## src/pdeo_params.svh

```systemverilog
// pin positions and reset values for the port d/e override block
// assumes inclusion by bare name from every file that needs them
`ifndef PDEO_PARAMS_SVH
`define PDEO_PARAMS_SVH

`define PDEO_PD_IRQ0_BIT    1
`define PDEO_PD_CAPT_BIT    0
`define PDEO_PE_DIVCLK_BIT  7
`define PDEO_PE_SDO_BIT     6
`define PDEO_PE_SDA_BIT     5
`define PDEO_PE_SCL_BIT     4
`define PDEO_PE_ACN_BIT     3
`define PDEO_PE_ACP_BIT     2
`define PDEO_PE_TX_BIT      1
`define PDEO_PE_RX_BIT      0
`define PDEO_BYTE_ZERO      8'h00
`define PDEO_NIB_ZERO       4'h0
`define PDEO_PIN_LATENCY    3

`endif

```

## src/pdeo_pkg.sv

```systemverilog
// shared types for the port d/e override block
// assumes nothing beyond a systemverilog compiler
package pdeo_pkg;
    typedef logic [7:0] pdeo_byte_t;
    typedef logic [3:0] pdeo_nib_t;
endpackage

```

## src/pdeo_ovr_if.sv

```systemverilog
// override and port-register bundle between the top and the resolver
// assumes both ends on the same clock, purely combinational use
`timescale 1ns/1ps
interface pdeo_ovr_if;
    pdeo_pkg::pdeo_byte_t pu_oe;
    pdeo_pkg::pdeo_byte_t pu_ov;
    pdeo_pkg::pdeo_byte_t dd_oe;
    pdeo_pkg::pdeo_byte_t dd_ov;
    pdeo_pkg::pdeo_byte_t pv_oe;
    pdeo_pkg::pdeo_byte_t pv_ov;
    pdeo_pkg::pdeo_byte_t die_oe;
    pdeo_pkg::pdeo_byte_t die_ov;
    pdeo_pkg::pdeo_byte_t port_val;
    pdeo_pkg::pdeo_byte_t port_dir;
    logic                 pu_dis;
    logic                 sleep_off;
    pdeo_pkg::pdeo_byte_t pull_en;
    pdeo_pkg::pdeo_byte_t out_en;
    pdeo_pkg::pdeo_byte_t out_val;
    pdeo_pkg::pdeo_byte_t in_en;
    modport src (output pu_oe, pu_ov, dd_oe, dd_ov, pv_oe, pv_ov, die_oe, die_ov,
                 output port_val, port_dir, pu_dis, sleep_off,
                 input  pull_en, out_en, out_val, in_en);
    modport res (input  pu_oe, pu_ov, dd_oe, dd_ov, pv_oe, pv_ov, die_oe, die_ov,
                 input  port_val, port_dir, pu_dis, sleep_off,
                 output pull_en, out_en, out_val, in_en);
endinterface

```

## src/pdeo_resolve.sv

```systemverilog
// per-pin merge of peripheral overrides with port-register defaults
// assumes the top registers the results; no state here
`timescale 1ns/1ps
module pdeo_resolve (
    pdeo_ovr_if.res ovr
);
    always_comb begin
        for (int i = 0; i < 8; i++) begin
            // override value wins whenever its enable is set
            ovr.pull_en[i] = ovr.pu_oe[i] ? ovr.pu_ov[i]
                           : (ovr.port_val[i] & ~ovr.port_dir[i] & ~ovr.pu_dis);
            ovr.out_en[i]  = ovr.dd_oe[i] ? ovr.dd_ov[i] : ovr.port_dir[i];
            ovr.out_val[i] = ovr.pv_oe[i] ? ovr.pv_ov[i] : ovr.port_val[i];
            ovr.in_en[i]   = ovr.die_oe[i] ? ovr.die_ov[i] : ~ovr.sleep_off;
        end
    end
endmodule

```

## src/pdeo_top.sv

```systemverilog
// port d bits 3..0 and port e alternate-function override logic
// assumes pin levels are asynchronous; all other inputs are on clk
`timescale 1ns/1ps
`include "pdeo_params.svh"
module pdeo_top (
    input  wire logic                 clk,
    input  wire logic                 srst,
    input  wire logic                 ce,
    input  wire pdeo_pkg::pdeo_byte_t pe_pin_in,
    input  wire pdeo_pkg::pdeo_nib_t  pd_pin_in,
    input  wire pdeo_pkg::pdeo_byte_t port_e_value,
    input  wire pdeo_pkg::pdeo_byte_t port_e_direction,
    input  wire pdeo_pkg::pdeo_nib_t  port_d_value,
    input  wire pdeo_pkg::pdeo_nib_t  port_d_direction,
    input  wire logic                 global_pullup_disable,
    input  wire logic                 sleep_input_off,
    input  wire logic                 ext_irq0_enable,
    input  wire logic                 clock_output_fuse,
    input  wire logic                 io_clock_divided,
    input  wire logic                 usart_sync_mode,
    input  wire logic                 usart_clock_out,
    input  wire logic                 receiver_enable,
    input  wire logic                 transmitter_enable,
    input  wire logic                 usart_transmit_data,
    input  wire logic                 serial_three_line_mode,
    input  wire logic                 serial_two_line_mode,
    input  wire logic                 serial_data_out,
    input  wire logic                 serial_clock_hold,
    input  wire logic                 serial_clock_toggle,
    input  wire logic                 start_condition_irq_enable,
    input  wire pdeo_pkg::pdeo_byte_t pin_change_mask,
    input  wire logic                 pin_change_group0_enable,
    input  wire logic                 comparator_pos_input_disable,
    input  wire logic                 comparator_neg_input_disable,
    output pdeo_pkg::pdeo_byte_t      pe_pullup,
    output pdeo_pkg::pdeo_byte_t      pe_out_en,
    output pdeo_pkg::pdeo_byte_t      pe_out_val,
    output pdeo_pkg::pdeo_nib_t       pd_pullup,
    output pdeo_pkg::pdeo_nib_t       pd_out_en,
    output pdeo_pkg::pdeo_nib_t       pd_out_val,
    output logic                      ext_irq0_input,
    output logic                      timer1_capture_input,
    output pdeo_pkg::pdeo_byte_t      pin_change_src,
    output logic                      usart_receive_data,
    output logic                      usart_ext_clock_in,
    output logic                      universal_serial_in,
    output logic                      universal_serial_clock,
    output logic                      comparator_positive_in,
    output logic                      comparator_negative_in,
    output logic                      port_e_bit4_toggle
);
    // port-register pull-up, used for port d only; port e gets it from the resolver
    function automatic logic port_pullup(input logic val, input logic dir, input logic pu_dis);
        port_pullup = val & ~dir & ~pu_dis;
    endfunction

    pdeo_pkg::pdeo_byte_t pe_s1_r, pe_s2_r, pe_s1_nxt, pe_s2_nxt;
    pdeo_pkg::pdeo_nib_t  pd_s1_r, pd_s2_r, pd_s1_nxt, pd_s2_nxt;
    pdeo_pkg::pdeo_byte_t pe_pullup_r, pe_out_en_r, pe_out_val_r;
    pdeo_pkg::pdeo_byte_t pe_pullup_nxt, pe_out_en_nxt, pe_out_val_nxt;
    pdeo_pkg::pdeo_nib_t  pd_pullup_r, pd_out_en_r, pd_out_val_r;
    pdeo_pkg::pdeo_nib_t  pd_pullup_nxt, pd_out_en_nxt, pd_out_val_nxt;
    pdeo_pkg::pdeo_byte_t pcint_r, pcint_nxt;
    logic irq0_r, irq0_nxt, capt_r, capt_nxt, rxd_r, rxd_nxt, xclk_r, xclk_nxt;
    logic sin_r, sin_nxt, sclk_r, sclk_nxt, acp_r, acp_nxt, acn_r, acn_nxt;
    logic tog_r, tog_nxt;
    pdeo_pkg::pdeo_byte_t pc_en;
    logic xclk_oe, pd1_in_en;

    pdeo_ovr_if ovr ();

    pdeo_resolve u_resolve (
        .ovr (ovr)
    );

    always_comb begin
        pc_en   = pin_change_mask & {8{pin_change_group0_enable}};
        xclk_oe = usart_sync_mode & port_e_direction[`PDEO_PE_ACP_BIT];

        ovr.port_val  = port_e_value;
        ovr.port_dir  = port_e_direction;
        ovr.pu_dis    = global_pullup_disable;
        ovr.sleep_off = sleep_input_off;
        ovr.pu_oe     = `PDEO_BYTE_ZERO;
        ovr.pu_ov     = `PDEO_BYTE_ZERO;
        ovr.dd_oe     = `PDEO_BYTE_ZERO;
        ovr.dd_ov     = `PDEO_BYTE_ZERO;
        ovr.pv_oe     = `PDEO_BYTE_ZERO;
        ovr.pv_ov     = `PDEO_BYTE_ZERO;
        ovr.die_oe    = pc_en;
        ovr.die_ov    = {8{1'b1}};

        // divided clock on pe7 regardless of port bits
        ovr.dd_oe[`PDEO_PE_DIVCLK_BIT] = clock_output_fuse;
        ovr.dd_ov[`PDEO_PE_DIVCLK_BIT] = 1'b1;
        ovr.pv_oe[`PDEO_PE_DIVCLK_BIT] = clock_output_fuse;
        ovr.pv_ov[`PDEO_PE_DIVCLK_BIT] = io_clock_divided;

        ovr.pv_oe[`PDEO_PE_SDO_BIT] = serial_three_line_mode;
        ovr.pv_ov[`PDEO_PE_SDO_BIT] = serial_data_out;

        // two-line data: driven low when data out or port bit high with dir set, else released
        ovr.pu_oe[`PDEO_PE_SDA_BIT] = serial_two_line_mode;
        ovr.dd_oe[`PDEO_PE_SDA_BIT] = serial_two_line_mode;
        ovr.dd_ov[`PDEO_PE_SDA_BIT] = (serial_data_out | port_e_value[`PDEO_PE_SDA_BIT])
                                      & port_e_direction[`PDEO_PE_SDA_BIT];
        ovr.pv_oe[`PDEO_PE_SDA_BIT] = serial_two_line_mode
                                      & port_e_direction[`PDEO_PE_SDA_BIT];
        ovr.die_oe[`PDEO_PE_SDA_BIT] = pc_en[`PDEO_PE_SDA_BIT]
                                       | start_condition_irq_enable;

        ovr.dd_oe[`PDEO_PE_SCL_BIT] = serial_two_line_mode;
        ovr.dd_ov[`PDEO_PE_SCL_BIT] = (serial_clock_hold | port_e_value[`PDEO_PE_SCL_BIT])
                                      & port_e_direction[`PDEO_PE_SCL_BIT];
        ovr.pv_oe[`PDEO_PE_SCL_BIT] = serial_two_line_mode
                                      & port_e_direction[`PDEO_PE_SCL_BIT];
        ovr.die_oe[`PDEO_PE_SCL_BIT] = pc_en[`PDEO_PE_SCL_BIT]
                                       | start_condition_irq_enable;

        // comparator disables turn inputs off unless pin-change needs them
        ovr.die_oe[`PDEO_PE_ACN_BIT] = pc_en[`PDEO_PE_ACN_BIT]
                                       | comparator_neg_input_disable;
        ovr.die_ov[`PDEO_PE_ACN_BIT] = pc_en[`PDEO_PE_ACN_BIT];
        ovr.die_oe[`PDEO_PE_ACP_BIT] = pc_en[`PDEO_PE_ACP_BIT]
                                       | comparator_pos_input_disable;
        ovr.die_ov[`PDEO_PE_ACP_BIT] = pc_en[`PDEO_PE_ACP_BIT];

        ovr.pu_oe[`PDEO_PE_ACP_BIT] = xclk_oe;
        ovr.pu_ov[`PDEO_PE_ACP_BIT] = usart_clock_out;

        ovr.pu_oe[`PDEO_PE_TX_BIT] = transmitter_enable;
        ovr.dd_oe[`PDEO_PE_TX_BIT] = transmitter_enable;
        ovr.dd_ov[`PDEO_PE_TX_BIT] = 1'b1;
        ovr.pv_oe[`PDEO_PE_TX_BIT] = transmitter_enable;
        ovr.pv_ov[`PDEO_PE_TX_BIT] = usart_transmit_data;

        ovr.pu_oe[`PDEO_PE_RX_BIT] = receiver_enable;
        ovr.pu_ov[`PDEO_PE_RX_BIT] = port_e_value[`PDEO_PE_RX_BIT]
                                     & ~global_pullup_disable;
        ovr.dd_oe[`PDEO_PE_RX_BIT] = receiver_enable;
    end

    always_comb begin
        pe_s1_nxt = pe_pin_in;
        pe_s2_nxt = pe_s1_r;
        pd_s1_nxt = pd_pin_in;
        pd_s2_nxt = pd_s1_r;

        pe_pullup_nxt  = ovr.pull_en;
        pe_out_en_nxt  = ovr.out_en;
        pe_out_val_nxt = ovr.out_val;

        // port d keeps register control on every bit
        for (int i = 0; i < 4; i++) begin
            pd_pullup_nxt[i] = port_pullup(port_d_value[i], port_d_direction[i],
                                           global_pullup_disable);
        end
        pd_out_en_nxt  = port_d_direction;
        pd_out_val_nxt = port_d_value;
        pd1_in_en      = ext_irq0_enable | ~sleep_input_off;

        irq0_nxt  = pd_s2_r[`PDEO_PD_IRQ0_BIT] & pd1_in_en;
        capt_nxt  = pd_s2_r[`PDEO_PD_CAPT_BIT] & ~sleep_input_off;
        pcint_nxt = pe_s2_r & ovr.in_en;
        rxd_nxt   = pe_s2_r[`PDEO_PE_RX_BIT] & ovr.in_en[`PDEO_PE_RX_BIT]
                    & receiver_enable;
        xclk_nxt  = pe_s2_r[`PDEO_PE_ACP_BIT] & ovr.in_en[`PDEO_PE_ACP_BIT]
                    & usart_sync_mode & ~xclk_oe;
        sin_nxt   = pe_s2_r[`PDEO_PE_SDA_BIT] & ovr.in_en[`PDEO_PE_SDA_BIT];
        sclk_nxt  = pe_s2_r[`PDEO_PE_SCL_BIT] & ovr.in_en[`PDEO_PE_SCL_BIT];
        acp_nxt   = pe_s2_r[`PDEO_PE_ACP_BIT];
        acn_nxt   = pe_s2_r[`PDEO_PE_ACN_BIT];
        tog_nxt   = serial_clock_toggle;

        if (srst) begin
            pe_s1_nxt      = `PDEO_BYTE_ZERO;
            pe_s2_nxt      = `PDEO_BYTE_ZERO;
            pd_s1_nxt      = `PDEO_NIB_ZERO;
            pd_s2_nxt      = `PDEO_NIB_ZERO;
            pe_pullup_nxt  = `PDEO_BYTE_ZERO;
            pe_out_en_nxt  = `PDEO_BYTE_ZERO;
            pe_out_val_nxt = `PDEO_BYTE_ZERO;
            // clock output stays live through reset
            pe_out_en_nxt[`PDEO_PE_DIVCLK_BIT]  = clock_output_fuse;
            pe_out_val_nxt[`PDEO_PE_DIVCLK_BIT] = clock_output_fuse & io_clock_divided;
            pd_pullup_nxt  = `PDEO_NIB_ZERO;
            pd_out_en_nxt  = `PDEO_NIB_ZERO;
            pd_out_val_nxt = `PDEO_NIB_ZERO;
            pcint_nxt      = `PDEO_BYTE_ZERO;
            irq0_nxt       = 1'b0;
            capt_nxt       = 1'b0;
            rxd_nxt        = 1'b0;
            xclk_nxt       = 1'b0;
            sin_nxt        = 1'b0;
            sclk_nxt       = 1'b0;
            acp_nxt        = 1'b0;
            acn_nxt        = 1'b0;
            tog_nxt        = 1'b0;
        end
    end

    always_ff @(posedge clk) begin
        if (ce || srst) begin
            pe_s1_r      <= pe_s1_nxt;
            pe_s2_r      <= pe_s2_nxt;
            pd_s1_r      <= pd_s1_nxt;
            pd_s2_r      <= pd_s2_nxt;
            pe_pullup_r  <= pe_pullup_nxt;
            pe_out_en_r  <= pe_out_en_nxt;
            pe_out_val_r <= pe_out_val_nxt;
            pd_pullup_r  <= pd_pullup_nxt;
            pd_out_en_r  <= pd_out_en_nxt;
            pd_out_val_r <= pd_out_val_nxt;
            pcint_r      <= pcint_nxt;
            irq0_r       <= irq0_nxt;
            capt_r       <= capt_nxt;
            rxd_r        <= rxd_nxt;
            xclk_r       <= xclk_nxt;
            sin_r        <= sin_nxt;
            sclk_r       <= sclk_nxt;
            acp_r        <= acp_nxt;
            acn_r        <= acn_nxt;
            tog_r        <= tog_nxt;
        end
    end

    assign pe_pullup              = pe_pullup_r;
    assign pe_out_en              = pe_out_en_r;
    assign pe_out_val             = pe_out_val_r;
    assign pd_pullup              = pd_pullup_r;
    assign pd_out_en              = pd_out_en_r;
    assign pd_out_val             = pd_out_val_r;
    assign ext_irq0_input         = irq0_r;
    assign timer1_capture_input   = capt_r;
    assign pin_change_src         = pcint_r;
    assign usart_receive_data     = rxd_r;
    assign usart_ext_clock_in     = xclk_r;
    assign universal_serial_in    = sin_r;
    assign universal_serial_clock = sclk_r;
    assign comparator_positive_in = acp_r;
    assign comparator_negative_in = acn_r;
    assign port_e_bit4_toggle     = tog_r;
endmodule

```

## config.mk

```make
export PLATFORM = sky130hd
export DESIGN_NAME = pdeo_top
export DESIGN_NICKNAME = d
export VERILOG_FILES = /design/src/pdeo_pkg.sv /design/src/pdeo_ovr_if.sv /design/src/pdeo_resolve.sv /design/src/pdeo_top.sv
export VERILOG_INCLUDE_DIRS = /design/src
export SDC_FILE = /design/constraint.sdc
export NUM_CORES = 1
export LEC_CHECK = 0
export BUFFER_PORTS_ARGS = -buffer_cell sky130_fd_sc_hd__buf_2
export CAP_MARGIN = 20
export CORE_ASPECT_RATIO = 1.75
export CORE_MARGIN = 2
export CORE_UTILIZATION = 45
export DETAILED_ROUTE_END_ITERATION = 10
export PLACE_DENSITY_LB_ADDON = 0.05
export RECOVER_POWER = 25
export SLEW_MARGIN = 0
export SYNTH_ARGS = -nofsm -noshare
export SYNTH_HDL_FRONTEND = slang
export SYNTH_SLANG_ARGS = --single-unit
```

## constraint.sdc

```tcl
create_clock -name clk -period 4.13 [get_ports clk]
set_clock_uncertainty 0.2 [all_clocks]
set_input_delay 0.6195 -clock clk [delete_from_list [all_inputs] [get_ports clk]]
set_output_delay 0.6195 -clock clk [all_outputs]
set_load 0.01 [all_outputs]
```

# Word-level counts from Yosys, hierarchy flattened
# Index checks and enable logic that the tools add are counted.
# classes
n_mux	22
n_bitwise	64
reduce_logical	6
# op_table
operator	count
$and A1 B1 Y1	40
$mux W1	20
$and A8 B8 Y8	2
$mux W8	2
$not A1 Y1	15
$reduce_or A2 Y1	5
$or A1 B1 Y1	7
$logic_or A1 B1 Y1	1
# word_totals
reg_bits	73

# Depth between registers and ports, before layout
# Gate-level depths: netlist of the first run.
# logic_depth
ltp_word	6
ltp_mapped	3
ltp_nobuf	2

# Modules after synthesis
# A second synthesis of the first run with hierarchy kept.
# unflattened
hier_cells	244
hier_area_um2	3246.9
# by_module_without_submodules
module	area_per_inst_um2	seq_area_each_um2	instances	cells_each
pdeo_top	2815.2	2132.0	1	179
pdeo_resolve	431.7	0.0	1	65

# Least setup slack after synthesis of the first run
# OpenSTA, ideal clock, no wires.
# synth_path
kind	input to register
from	in srst
to	reg acn_r (netlist: comparator_negative_in) (enable)
n_path_buf	2
arrival_ns	2.459
setup_ns	0.433
required_time_ns	3.497
path_stages	3
slack_ns	1.038
cell_sequence	buf_4 buf_6 or2_1
# synth_between
elab_chain_len	1
# synth_lines
element	line	text
start, declared	pdeo_top.sv:7	input wire logic srst,
$logic_or A1 B1 Y1	pdeo_top.sv:203	if (ce || srst) begin
end signal, assigned	pdeo_top.sv:222	acn_r <= acn_nxt;
end, declared	pdeo_top.sv:65	logic sin_r, sin_nxt, sclk_r, sclk_nxt, acp_r, acp_nxt, acn_r, acn_nxt;
# No other way between the ends.
# A chain may end at the register's enable or synchronous reset.

# Worst setup path in the final report of the first run
# layout_path
from	in srst
to	reg pe_s1_r[3] (enable)
# layout_between
elab_chain_len	1
# layout_lines
element	line	text
$logic_or A1 B1 Y1	pdeo_top.sv:203	
end signal, assigned	pdeo_top.sv:204	pe_s1_r <= pe_s1_nxt;
end, declared	pdeo_top.sv:57	pdeo_pkg::pdeo_byte_t pe_s1_r, pe_s2_r, pe_s1_nxt, pe_s2_nxt;
# No other way between the ends.

==> implementation parameters, run 1 <==
Parameter                              Value

Placement
  Routability cong. ... 0.734
  Count of input and output buffers ... 116
  Area after DPL ... 3490 µm²
  Half-perimeter wire length after placement ... 3450 µm

STA
  Final Max Tran Viols ... 0
  Final hold violation count ... 0
  Worst slew margin relative to its limit ... 37.5%
  Setup TNS ... 0 ns
  Final period demand of the worst path ... 1.74 ns
  Final cycle utilization of the critical path ... 42.0%
  RSZ-0062 raised after global routing ... no
  Achievable clock frequency ... 0.576 GHz
  Setup-failing EPs final ... 0
  Slew at the pin closest to its max-slew limit ... 0.937 ns

Worst hold path
  Type of the most critical hold path ... register to register

Yosys
  Share of flip-flops with an asynchronous set or reset after synthesis ... 0%
  Netlist cell types ... 33
  Post-synthesis register bit count ... 71
  Number of nets produced by synthesis ... 248
  Cells after synthesis ... 182
  Number of warnings printed during yosys synthesis ... 0
  Number of flops mapped to enable cells by yosys ... 71
  Flip-flop cell with the highest count after synthesis ... sky130_fd_sc_hd__edfxtp_1
  Post-synth design cell area ... 2860 µm²
  Post-synthesis sequential area ratio ... 74.5%
  Synthesized area divided by synthesized cell count ... 15.7 µm²

Floorplan
  Core Box Area ... 6180 µm²
  DIE WIDTH ... 64.3 µm
  Total I/O pin count ... 119
  Row count ... 38
  Initial standard-cell utilization of the core ... 46.3%
  Overall die height ... 109 µm
  Total Die Area ... 7040 µm²

CTS
  H-tree lvl count ... 3
  Setup fix buffers added after clock tree synthesis ... 0
  Post-cts resize count ... 0
  Worst-Skew Late Latency ... 0.34 ns
  CTS sink count ... 71
  Clock-pin slew on the worst setup and hold paths ... 0.07 ns
  Post-CTS Hold Fix Bufs ... 0
  CTS buffer count ... 9
  Longest Clk Path Bufs ... 2
  Clock root buffer ... sky130_fd_sc_hd__clkbuf_8
  Clock tree from TritonCTS ... done

Detailed routing
  Via total after detailed routing ... 1766
  Detail-routed net length per standard cell ... 13.4 µm
  Vias/cell ... 4.59
  DRC violation count after routing ... 0
  Post-detailed-routing wire length ... 5150 µm
  Detailed router's first-iteration violation count ... 80
  TritonRoute pass-1 iters ... 4
  Post-detailed-route count of antenna-violating nets ... 0

Worst setup path
  Crit path buf inv count ... 1
  Arrival time of data at the critical path endpoint ... 1.50 ns
  Maximum single-stage delay on the critical path ... 0.76 ns
  Critical-path maximum fanout ... 71
  Element type at the critical path end ... register
  Required time worst endpoint ... 3.89 ns
  Crit start category ... primary input
  Crit-path cells ... clkbuf_1 -> or2_4
  Family with the most delay on the worst path ... simple AND/OR/NAND/NOR gates
  Slowest cell on the critical path ... sky130_fd_sc_hd__or2_4
  Crit path kind ... primary input to register

Finish
  Number of diodes added for antenna fixing ... 0
  Fraction of layout instances using a drive strength above 1 ... 43.0%
  Multi-input gate area in the final layout ... 644 µm²
  Commonest cells after routing, fill and taps aside ... 115 x sky130_fd_sc_hd__buf_2, 71 x sky130_fd_sc_hd__edfxtp_1, 31 x sky130_fd_sc_hd__nor2b_1
  Final design instance area without fill ... 3630 µm²
  Number of filler instances in the final layout ... 540
  Most common library cell in the layout ignoring fill and taps ... sky130_fd_sc_hd__buf_2
  Synth-to-Final Area Change ... 26.8%
  Final net count ... 367
  Register area ... 2130 µm²

Global route
  Gr ovfl total ... 0
  Pin count of the biggest net entering global routing ... 72
  First-pass GRT wire length ... 8070 µm
  Total GRT Usage ... 15.6%
  Initial antenna violation count ... 0
  Via count of the first global-routing pass ... 1755

Power
  Power per cell area ... 408 nW/µm²
  Peak supply drop ... 0.284 mV
  Pleak ... 1.59 nW

Run
  Maxcap violations ... 0

Status
  Run status ... completed
-- cell families (layout without fill, tap and decap cells) --
kind of cell / count (synthesis) / count (layout) / share of synthesized area (%)
AO/OA/AOI/OAI: 15 / 15 / 3.59
flip-flops: 71 / 71 / 74.5
buffers and inverters: 14 / 137 / 2.89
AND/OR/NAND/NOR: 80 / 80 / 18.3
multiplexers: 2 / 2 / 0.700
-- Yosys cell counts, types with 2 or more instances --
| library cell | number | area share (%) |
|---|---|---|
| sky130_fd_sc_hd__a21oi_1 | 6 | 1.0 |
| sky130_fd_sc_hd__mux2i_1 | 2 | 0.70 |
| sky130_fd_sc_hd__nand2b_1 | 8 | 1.7 |
| sky130_fd_sc_hd__nor3b_1 | 9 | 2.4 |
| sky130_fd_sc_hd__a211oi_1 | 2 | 0.52 |
| sky130_fd_sc_hd__buf_4 | 5 | 1.3 |
| sky130_fd_sc_hd__inv_1 | 4 | 0.52 |
| sky130_fd_sc_hd__nor2_1 | 5 | 0.66 |
| sky130_fd_sc_hd__nor3_1 | 2 | 0.35 |
| sky130_fd_sc_hd__nand2_1 | 7 | 0.92 |
| sky130_fd_sc_hd__o311a_1 | 2 | 0.70 |
| sky130_fd_sc_hd__edfxtp_1 | 71 | 75 |
| sky130_fd_sc_hd__and2_1 | 2 | 0.44 |
| sky130_fd_sc_hd__and2b_1 | 7 | 1.8 |
| sky130_fd_sc_hd__nor2b_1 | 31 | 6.8 |
| sky130_fd_sc_hd__buf_2 | 2 | 0.35 |
-- registers in the layout (all words and copies together) (netlist names) --
signal	flops
pe_s1_r	8
pd_s2_r	2
pd_s1_r	2
usart_ext_clock_in	1
pe_pullup	8
ext_irq0_input	1
pd_out_en	4
pe_s2_r	8
pe_out_val	8
pe_out_en	8
port_e_bit4_toggle	1
pin_change_src	8
usart_receive_data	1
comparator_positive_in	1
timer1_capture_input	1
comparator_negative_in	1
pd_pullup	4
pd_out_val	4
-- routing by layer --
| layer | part of all wire [%] | wire length (µm) | track usage (%) |
|---|---|---|---|
| met1 | 40 | 2050 | 18.5 |
| met2 | 50 | 2560 | 24.3 |
| met3 | 7.5 | 385 | 3.99 |
| met4 | 3.1 | 158 | 12.0 |
| met5 | 0 | 0 | 0 |
-- where the power goes --
part / switching [mW] / leakage (nW) / internal, mW
combinational: 0.0892 / 0.757 / 0.0748
clock: 0.231 / 0.0749 / 0.213
sequential: 0.0127 / 0.763 / 0.860
-- stage by stage --
stage	setup WS, ns	power [mW]	hold WS, ns	std cells	util [%]
after floorplan	1.04	0.974	0.301	182	-
after global placement	2.05	1.05	0.311	370	56.4
after detailed placement	2.04	1.06	0.310	370	56.4
after CTS	2.41	1.50	0.323	385	58.8
after global routing	2.30	1.54	0.329	385	58.7
final	2.39	1.48	0.318	385	58.7
-- cell type report --
cell class | count | share of cell area, %
flip-flops and latches | 71 | 58.7
multi-input cells | 97 | 17.8
repair buffers | 117 | 16.2
clock buffers | 13 | 3.83
well taps | 80 | 2.76
inverters | 5 | 0.517
clock inverters | 2 | 0.241
-- worst paths after layout --
| check | start | to | slack, ns | cells after the start |
|---|---|---|---|---|
| max | srst | pe_s1_r[3] | 2.39 | 2 |
| min | pe_s1_r[7] | pe_s2_r[7] | 0.32 | 1 |
| max reg2reg | pe_s2_r[3] | pin_change_src[3] | 3.05 | 2 |
| min reg2reg | pe_s1_r[7] | pe_s2_r[7] | 0.32 | 1 |
(Power assumes the default switching activity.)
==> inputs of run 2 (changes only) <==
clock period = 1.8 ns   (was 4.13 ns; I/O delays follow)
==> run 2 against run 1 <==
Sequential share of layout area fell by 1.4 points. First-iteration DRC count rose by 13%. Non-clock buffer count rose by 7. Via count rose by 2.5%. Sequential cell count did not move. Combinational power rose by 140%. Die area did not move. Hold slack got worse by 0.29 ns. Sequential power rose by 130%.
==> implementation parameters, run 2 (synthesis results as in run 1) <==
Parameter                              Value

Status
  Run status ... completed

Worst setup path
  Worst r2r dst ... pin_change_src[3]
  Crit-path cells ... clkbuf_1 -> clkbuf_1 -> inv_1 -> and3_1
  Required time worst endpoint ... 1.68 ns
  Crit path kind ... primary input to register
  Reg-to-reg critical path startpoint ... pe_s2_r[3]
  Crit path buf inv count ... 3
  FF-to-FF path depth ... 2
  Crit start category ... primary input
  Maximum single-stage delay on the critical path ... 0.34 ns
  First element of the critical path ... srst
  Arrival time of data at the critical path endpoint ... 1.30 ns
  Family with the most delay on the worst path ... buffers and inverters
  Element type at the critical path end ... register
  Flop2flop setup slack ... 0.73 ns
  Critical-path maximum fanout ... 9
  Cell repeated most along the worst path ... sky130_fd_sc_hd__clkbuf_1
  Slowest cell on the critical path ... sky130_fd_sc_hd__clkbuf_1

Global route
  Pin count of the biggest net entering global routing ... 37
  Total GRT Usage ... 15.5%
  Gr ovfl total ... 0
  Most crowded layer after global routing ... met2
  Met3 demand-to-capacity share in global routing ... 6.24%
  GR Util met1 ... 17.6%
  First-pass GRT wire length ... 7980 µm
  Via count of the first global-routing pass ... 1758
  Routing usage on met2 ... 25.1%
  Initial antenna violation count ... 0

STA
  Worst slew margin relative to its limit ... 69.9%
  Final hold violation count ... 0
  Final cycle utilization of the critical path ... 78.8%
  Final period demand of the worst path ... 1.42 ns
  Setup TNS ... 0 ns
  Final Hold Slack ... 0.0237 ns
  RSZ-0062 raised after global routing ... no
  Slew at the pin closest to its max-slew limit ... 0.451 ns
  Achievable clock frequency ... 0.705 GHz
  Setup-failing EPs final ... 0
  Final Max Tran Viols ... 0

Finish
  Number of diodes added for antenna fixing ... 0
  Fraction of layout instances using a drive strength above 1 ... 42.8%
  Final design instance area without fill ... 3720 µm²
  Count of non-filler cells in the finished layout ... 391
  Synth-to-Final Area Change ... 29.9%
  Register area ... 2130 µm²
  Final net count ... 374
  Number of filler instances in the final layout ... 546
  Commonest cells after routing, fill and taps aside ... 115 x sky130_fd_sc_hd__buf_2, 71 x sky130_fd_sc_hd__edfxtp_1, 31 x sky130_fd_sc_hd__nor2b_1
  Multi-input gate area in the final layout ... 647 µm²
  Most common library cell in the layout ignoring fill and taps ... sky130_fd_sc_hd__buf_2

Power
  Sequential group share of total power ... 59.3%
  Net switching power ... 0.744 mW
  Power per cell area ... 909 nW/µm²
  Comb pwr share ... 11.7%
  Fraction of power spent switching nets ... 22.0%
  Peak supply drop ... 0.733 mV
  Pleak ... 1.63 nW
  Relative contribution of the clock network to total power ... 29.0%
  Internal power ... 2.63 mW
  Final total power ... 3.38 mW

Run
  Maxcap violations ... 0

CTS
  CTS sink count ... 71
  Worst-Skew Late Latency ... 0.33 ns
  H-tree lvl count ... 3
  Longest Clk Path Bufs ... 2
  Clock root buffer ... sky130_fd_sc_hd__clkbuf_8
  CTS buffer count ... 9
  Clock tree from TritonCTS ... done
  Clock-pin slew on the worst setup and hold paths ... 0.07 ns

Floorplan
  Row count ... 38
  Total I/O pin count ... 119
  Initial standard-cell utilization of the core ... 46.3%
  Overall die height ... 109 µm
  Core Box Area ... 6180 µm²
  DIE WIDTH ... 64.3 µm
  Total Die Area ... 7040 µm²

Worst hold path
  Type of the most critical hold path ... primary input to register
  Destination of the worst hold path ... pe_pullup[3]
  Hold-critical path depth ... 2
  HP Start ... port_e_direction[3]

Placement
  Routability cong. ... 0.750
  Half-perimeter wire length after placement ... 3730 µm
  Placed Cells ... 375
  Area after DPL ... 3560 µm²
  Count of input and output buffers ... 116

Detailed routing
  Post-detailed-route count of antenna-violating nets ... 0
  Post-detailed-routing wire length ... 5160 µm
  DRC violation count after routing ... 0
  TritonRoute pass-1 iters ... 4
  Vias/cell ... 4.63
  Detail-routed net length per standard cell ... 13.2 µm
  Via total after detailed routing ... 1810
  Detailed router's first-iteration violation count ... 90
run 2: worst max-delay path by stage:
stage,endpoint,slack (ns),cells after the start
4_1_cts,timer1_capture_input,0.44,1
2_1_floorplan,comparator_negative_in,0.11,3
3_3_place_gp,pe_pullup[3],0.35,4
5_1_grt,ext_irq0_input,0.24,4
3_5_place_dp,pe_pullup[3],0.31,4
6_report,ext_irq0_input,0.38,4
run 2: area by class of cell:
cell class                      instances  share of cell area (%)
Sequential cell                        71                    57.4
Inverter                                5                   0.505
Tap cell                               80                    2.69
Timing Repair Buffer                  124                    18.1
Clock buffer                           11                    3.54
Clock inverter                          3                   0.337
Multi-Input combinational cell         97                    17.4
run 2: power by group through the flow:
stage | Sequential, mW | Combinational (mW) | Clock (mW)
global route | 2.02 | 0.439 | 1.09
CTS | 2.01 | 0.407 | 1.02
detailed placement | 2.04 | 0.403 | 0
floorplan | 2.10 | 0.136 | 0
global placement | 2.03 | 0.400 | 0
finish | 2.00 | 0.394 | 0.979
run 2: worst register-to-register path, cell delays in order, from the launching register on:
cell	delay [ns]
sky130_fd_sc_hd__edfxtp_1	0.35
sky130_fd_sc_hd__nor2b_1	0.15
sky130_fd_sc_hd__and2_1	0.13
run 2: layer usage:
| layer | up-vias | wire, µm |
|---|---|---|
| li1 | 910 | - |
| met1 | 815 | 2060 |
| met2 | 76 | 2580 |
| met3 | 9 | 429 |
| met4 | 0 | 89 |
| met5 | - | 0 |
run 2: timing repair:
item | in CTS | in global routing
hold endpoints to repair | 2 | 0
setup buffers | 0 | 0
hold buffers | 2 | 0
setup endpoints to repair | 0 | 0
resized for setup | 0 | 0
run 2: per-stage QoR:
step	setup WS (ns)	utilization, %
finish	0.382	60.1
global route	0.239	60.1
CTS	0.435	60.3
detailed placement	0.310	57.7
global placement	0.348	57.7
floorplan	0.111	-
==> inputs of run 3 (changes only) <==
clock period = 1.4 ns   (was 1.8 ns; I/O delays follow)
==> run 3 against run 2 <==
Sequential cell count stayed put. Utilization is 6.2 points higher. Clock power is 34% higher. Critical path depth stayed put. Routed wire length is 8.7% higher. Non-clock buffer count is 41 higher.
==> implementation parameters, run 3 (synthesis results as in run 1) <==
Parameter                              Value

Finish
  Commonest cells after routing, fill and taps aside ... 116 x sky130_fd_sc_hd__buf_2, 71 x sky130_fd_sc_hd__edfxtp_1, 38 x sky130_fd_sc_hd__dlygate4sd3_1
  Count of non-filler cells in the finished layout ... 434
  Synth-to-Final Area Change ... 43.3%
  Final design instance area without fill ... 4100 µm²
  Final net count ... 415
  Fraction of layout instances using a drive strength above 1 ... 39.5%
  Most common library cell in the layout ignoring fill and taps ... sky130_fd_sc_hd__buf_2
  Number of diodes added for antenna fixing ... 0
  Post-layout util ... 66.3%

Placement
  Placed Cells ... 380
  Half-perimeter wire length after placement ... 3830 µm
  Area after DPL ... 3600 µm²
  Count of input and output buffers ... 116
  Routability cong. ... 0.786
  Worst slack after detailed placement ... 0.0225 ns

Worst setup path
  Element type at the critical path end ... register
  Arrival time of data at the critical path endpoint ... 1.27 ns
  Crit path kind ... primary input to register
  Crit start category ... primary input
  Required time worst endpoint ... 1.29 ns
  Critical-path maximum fanout ... 4

Global route
  Initial antenna violation count ... 0
  First-pass GRT wire length ... 8850 µm
  Gr ovfl total ... 0
  Total GRT Usage ... 17.1%
  Via count of the first global-routing pass ... 2021
  Pin count of the biggest net entering global routing ... 44

Power
  Sequential group share of total power ... 57.5%
  Internal power ... 3.49 mW
  Power per cell area ... 1090 nW/µm²
  Comb pwr share ... 13.3%
  Pleak ... 1.80 nW
  Peak supply drop ... 1.03 mV
  Relative contribution of the clock network to total power ... 29.2%
  Net switching power ... 0.986 mW
  Fraction of power spent switching nets ... 22.0%

Floorplan
  DIE WIDTH ... 64.3 µm
  Overall die height ... 109 µm
  Total Die Area ... 7040 µm²
  Core Box Area ... 6180 µm²
  Row count ... 38
  Initial standard-cell utilization of the core ... 46.3%
  Total I/O pin count ... 119

CTS
  Worst-Skew Late Latency ... 0.33 ns
  Clock root buffer ... sky130_fd_sc_hd__clkbuf_8
  CTS sink count ... 71
  H-tree lvl count ... 3
  Clock tree from TritonCTS ... done
  Clock-pin slew on the worst setup and hold paths ... 0.06 ns
  Longest Clk Path Bufs ... 2
  CTS buffer count ... 9

Detailed routing
  DRC violation count after routing ... 0
  Vias/cell ... 4.58
  Post-detailed-route count of antenna-violating nets ... 0
  Detailed router's first-iteration violation count ... 115
  Detail-routed net length per standard cell ... 12.9 µm
  Post-detailed-routing wire length ... 5610 µm
  Via total after detailed routing ... 1989
  TritonRoute pass-1 iters ... 4

STA
  Final Max Tran Viols ... 0
  Final Hold Slack ... 0.0151 ns
  Slew at the pin closest to its max-slew limit ... 0.584 ns
  Final period demand of the worst path ... 1.38 ns
  RSZ-0062 raised after global routing ... no
  Setup-failing EPs final ... 0
  Achievable clock frequency ... 0.725 GHz
  Minimum setup slack in the final design ... 0.0216 ns
  Final hold violation count ... 0
  Worst slew margin relative to its limit ... 61.1%
  Final cycle utilization of the critical path ... 98.5%

Status
  Run status ... completed

Worst hold path
  Type of the most critical hold path ... primary input to register

Run
  Maxcap violations ... 0
[run 3: changes by cell type in the layout (fill, tap and decap cells not counted), sizes merged]
| cell | delta |
|---|---|
| dlygate4sd3 | +36 |
| clkinv | -2 |
| buf | +4 |
| clkbuf | +5 |
[run 3: area by class of cell]
type	count	area (µm²)
clock buffers	15	146
clock inverters	1	5.00
fillers	506	2080
inverters	5	18.8
multi-input cells	97	649
flip-flops and latches	71	2130
well taps	80	100
repair buffers	165	1050
[run 3: worst max-delay path, stage by stage]
cell and delay [ns]:
sky130_fd_sc_hd__dlygate4sd3_1 0.57, sky130_fd_sc_hd__buf_6 0.12, sky130_fd_sc_hd__inv_1 0.04, sky130_fd_sc_hd__o311a_1 0.33
[run 3: worst paths after layout]
path | startpoint | endpoint | slack (ns) | cells past startpoint
hold / removal | port_e_value[5] | pe_out_en[5] | 0.02 | 2
setup / recovery | serial_two_line_mode | pe_out_en[4] | 0.02 | 4
hold reg to reg | pe_s1_r[1] | pe_s2_r[1] | 0.33 | 1
setup reg to reg | pe_s2_r[3] | pin_change_src[3] | 0.35 | 2
[run 3: what timing repair did]
item / 4_1_cts / 5_1_grt
hold endpoints to repair: 45 / 0
hold buffers: 38 / 0
buffers inserted: 0 / 0
setup endpoints to repair: 0 / 1
resized for setup: 0 / 1
[run 3: stage by stage]
step	setup TNS, ns	total power, mW
after CTS	0	4.55
after global routing	0	4.69
final	0	4.48
after global placement	0	3.14
after detailed placement	0	3.15
after floorplan	-13.48	2.87
[run 3: power groups by stage]
stage / Sequential (mW) / Clock (mW) / Combinational (mW)
detailed placement: 2.62 / 0 / 0.532
finish: 2.57 / 1.31 / 0.595
CTS: 2.58 / 1.36 / 0.613
floorplan: 2.70 / 0 / 0.177
global route: 2.59 / 1.44 / 0.657
global placement: 2.62 / 0 / 0.524
[run 3: metal layers]
layer  global-route usage, %  part of all wire, %  up-vias
li1                        -                    -      992
met3                    6.14                  7.2       14
met2                    28.8                   52       79
met5                       0                    0        -
met1                    18.5                   37      904
met4                    9.57                  3.1        0
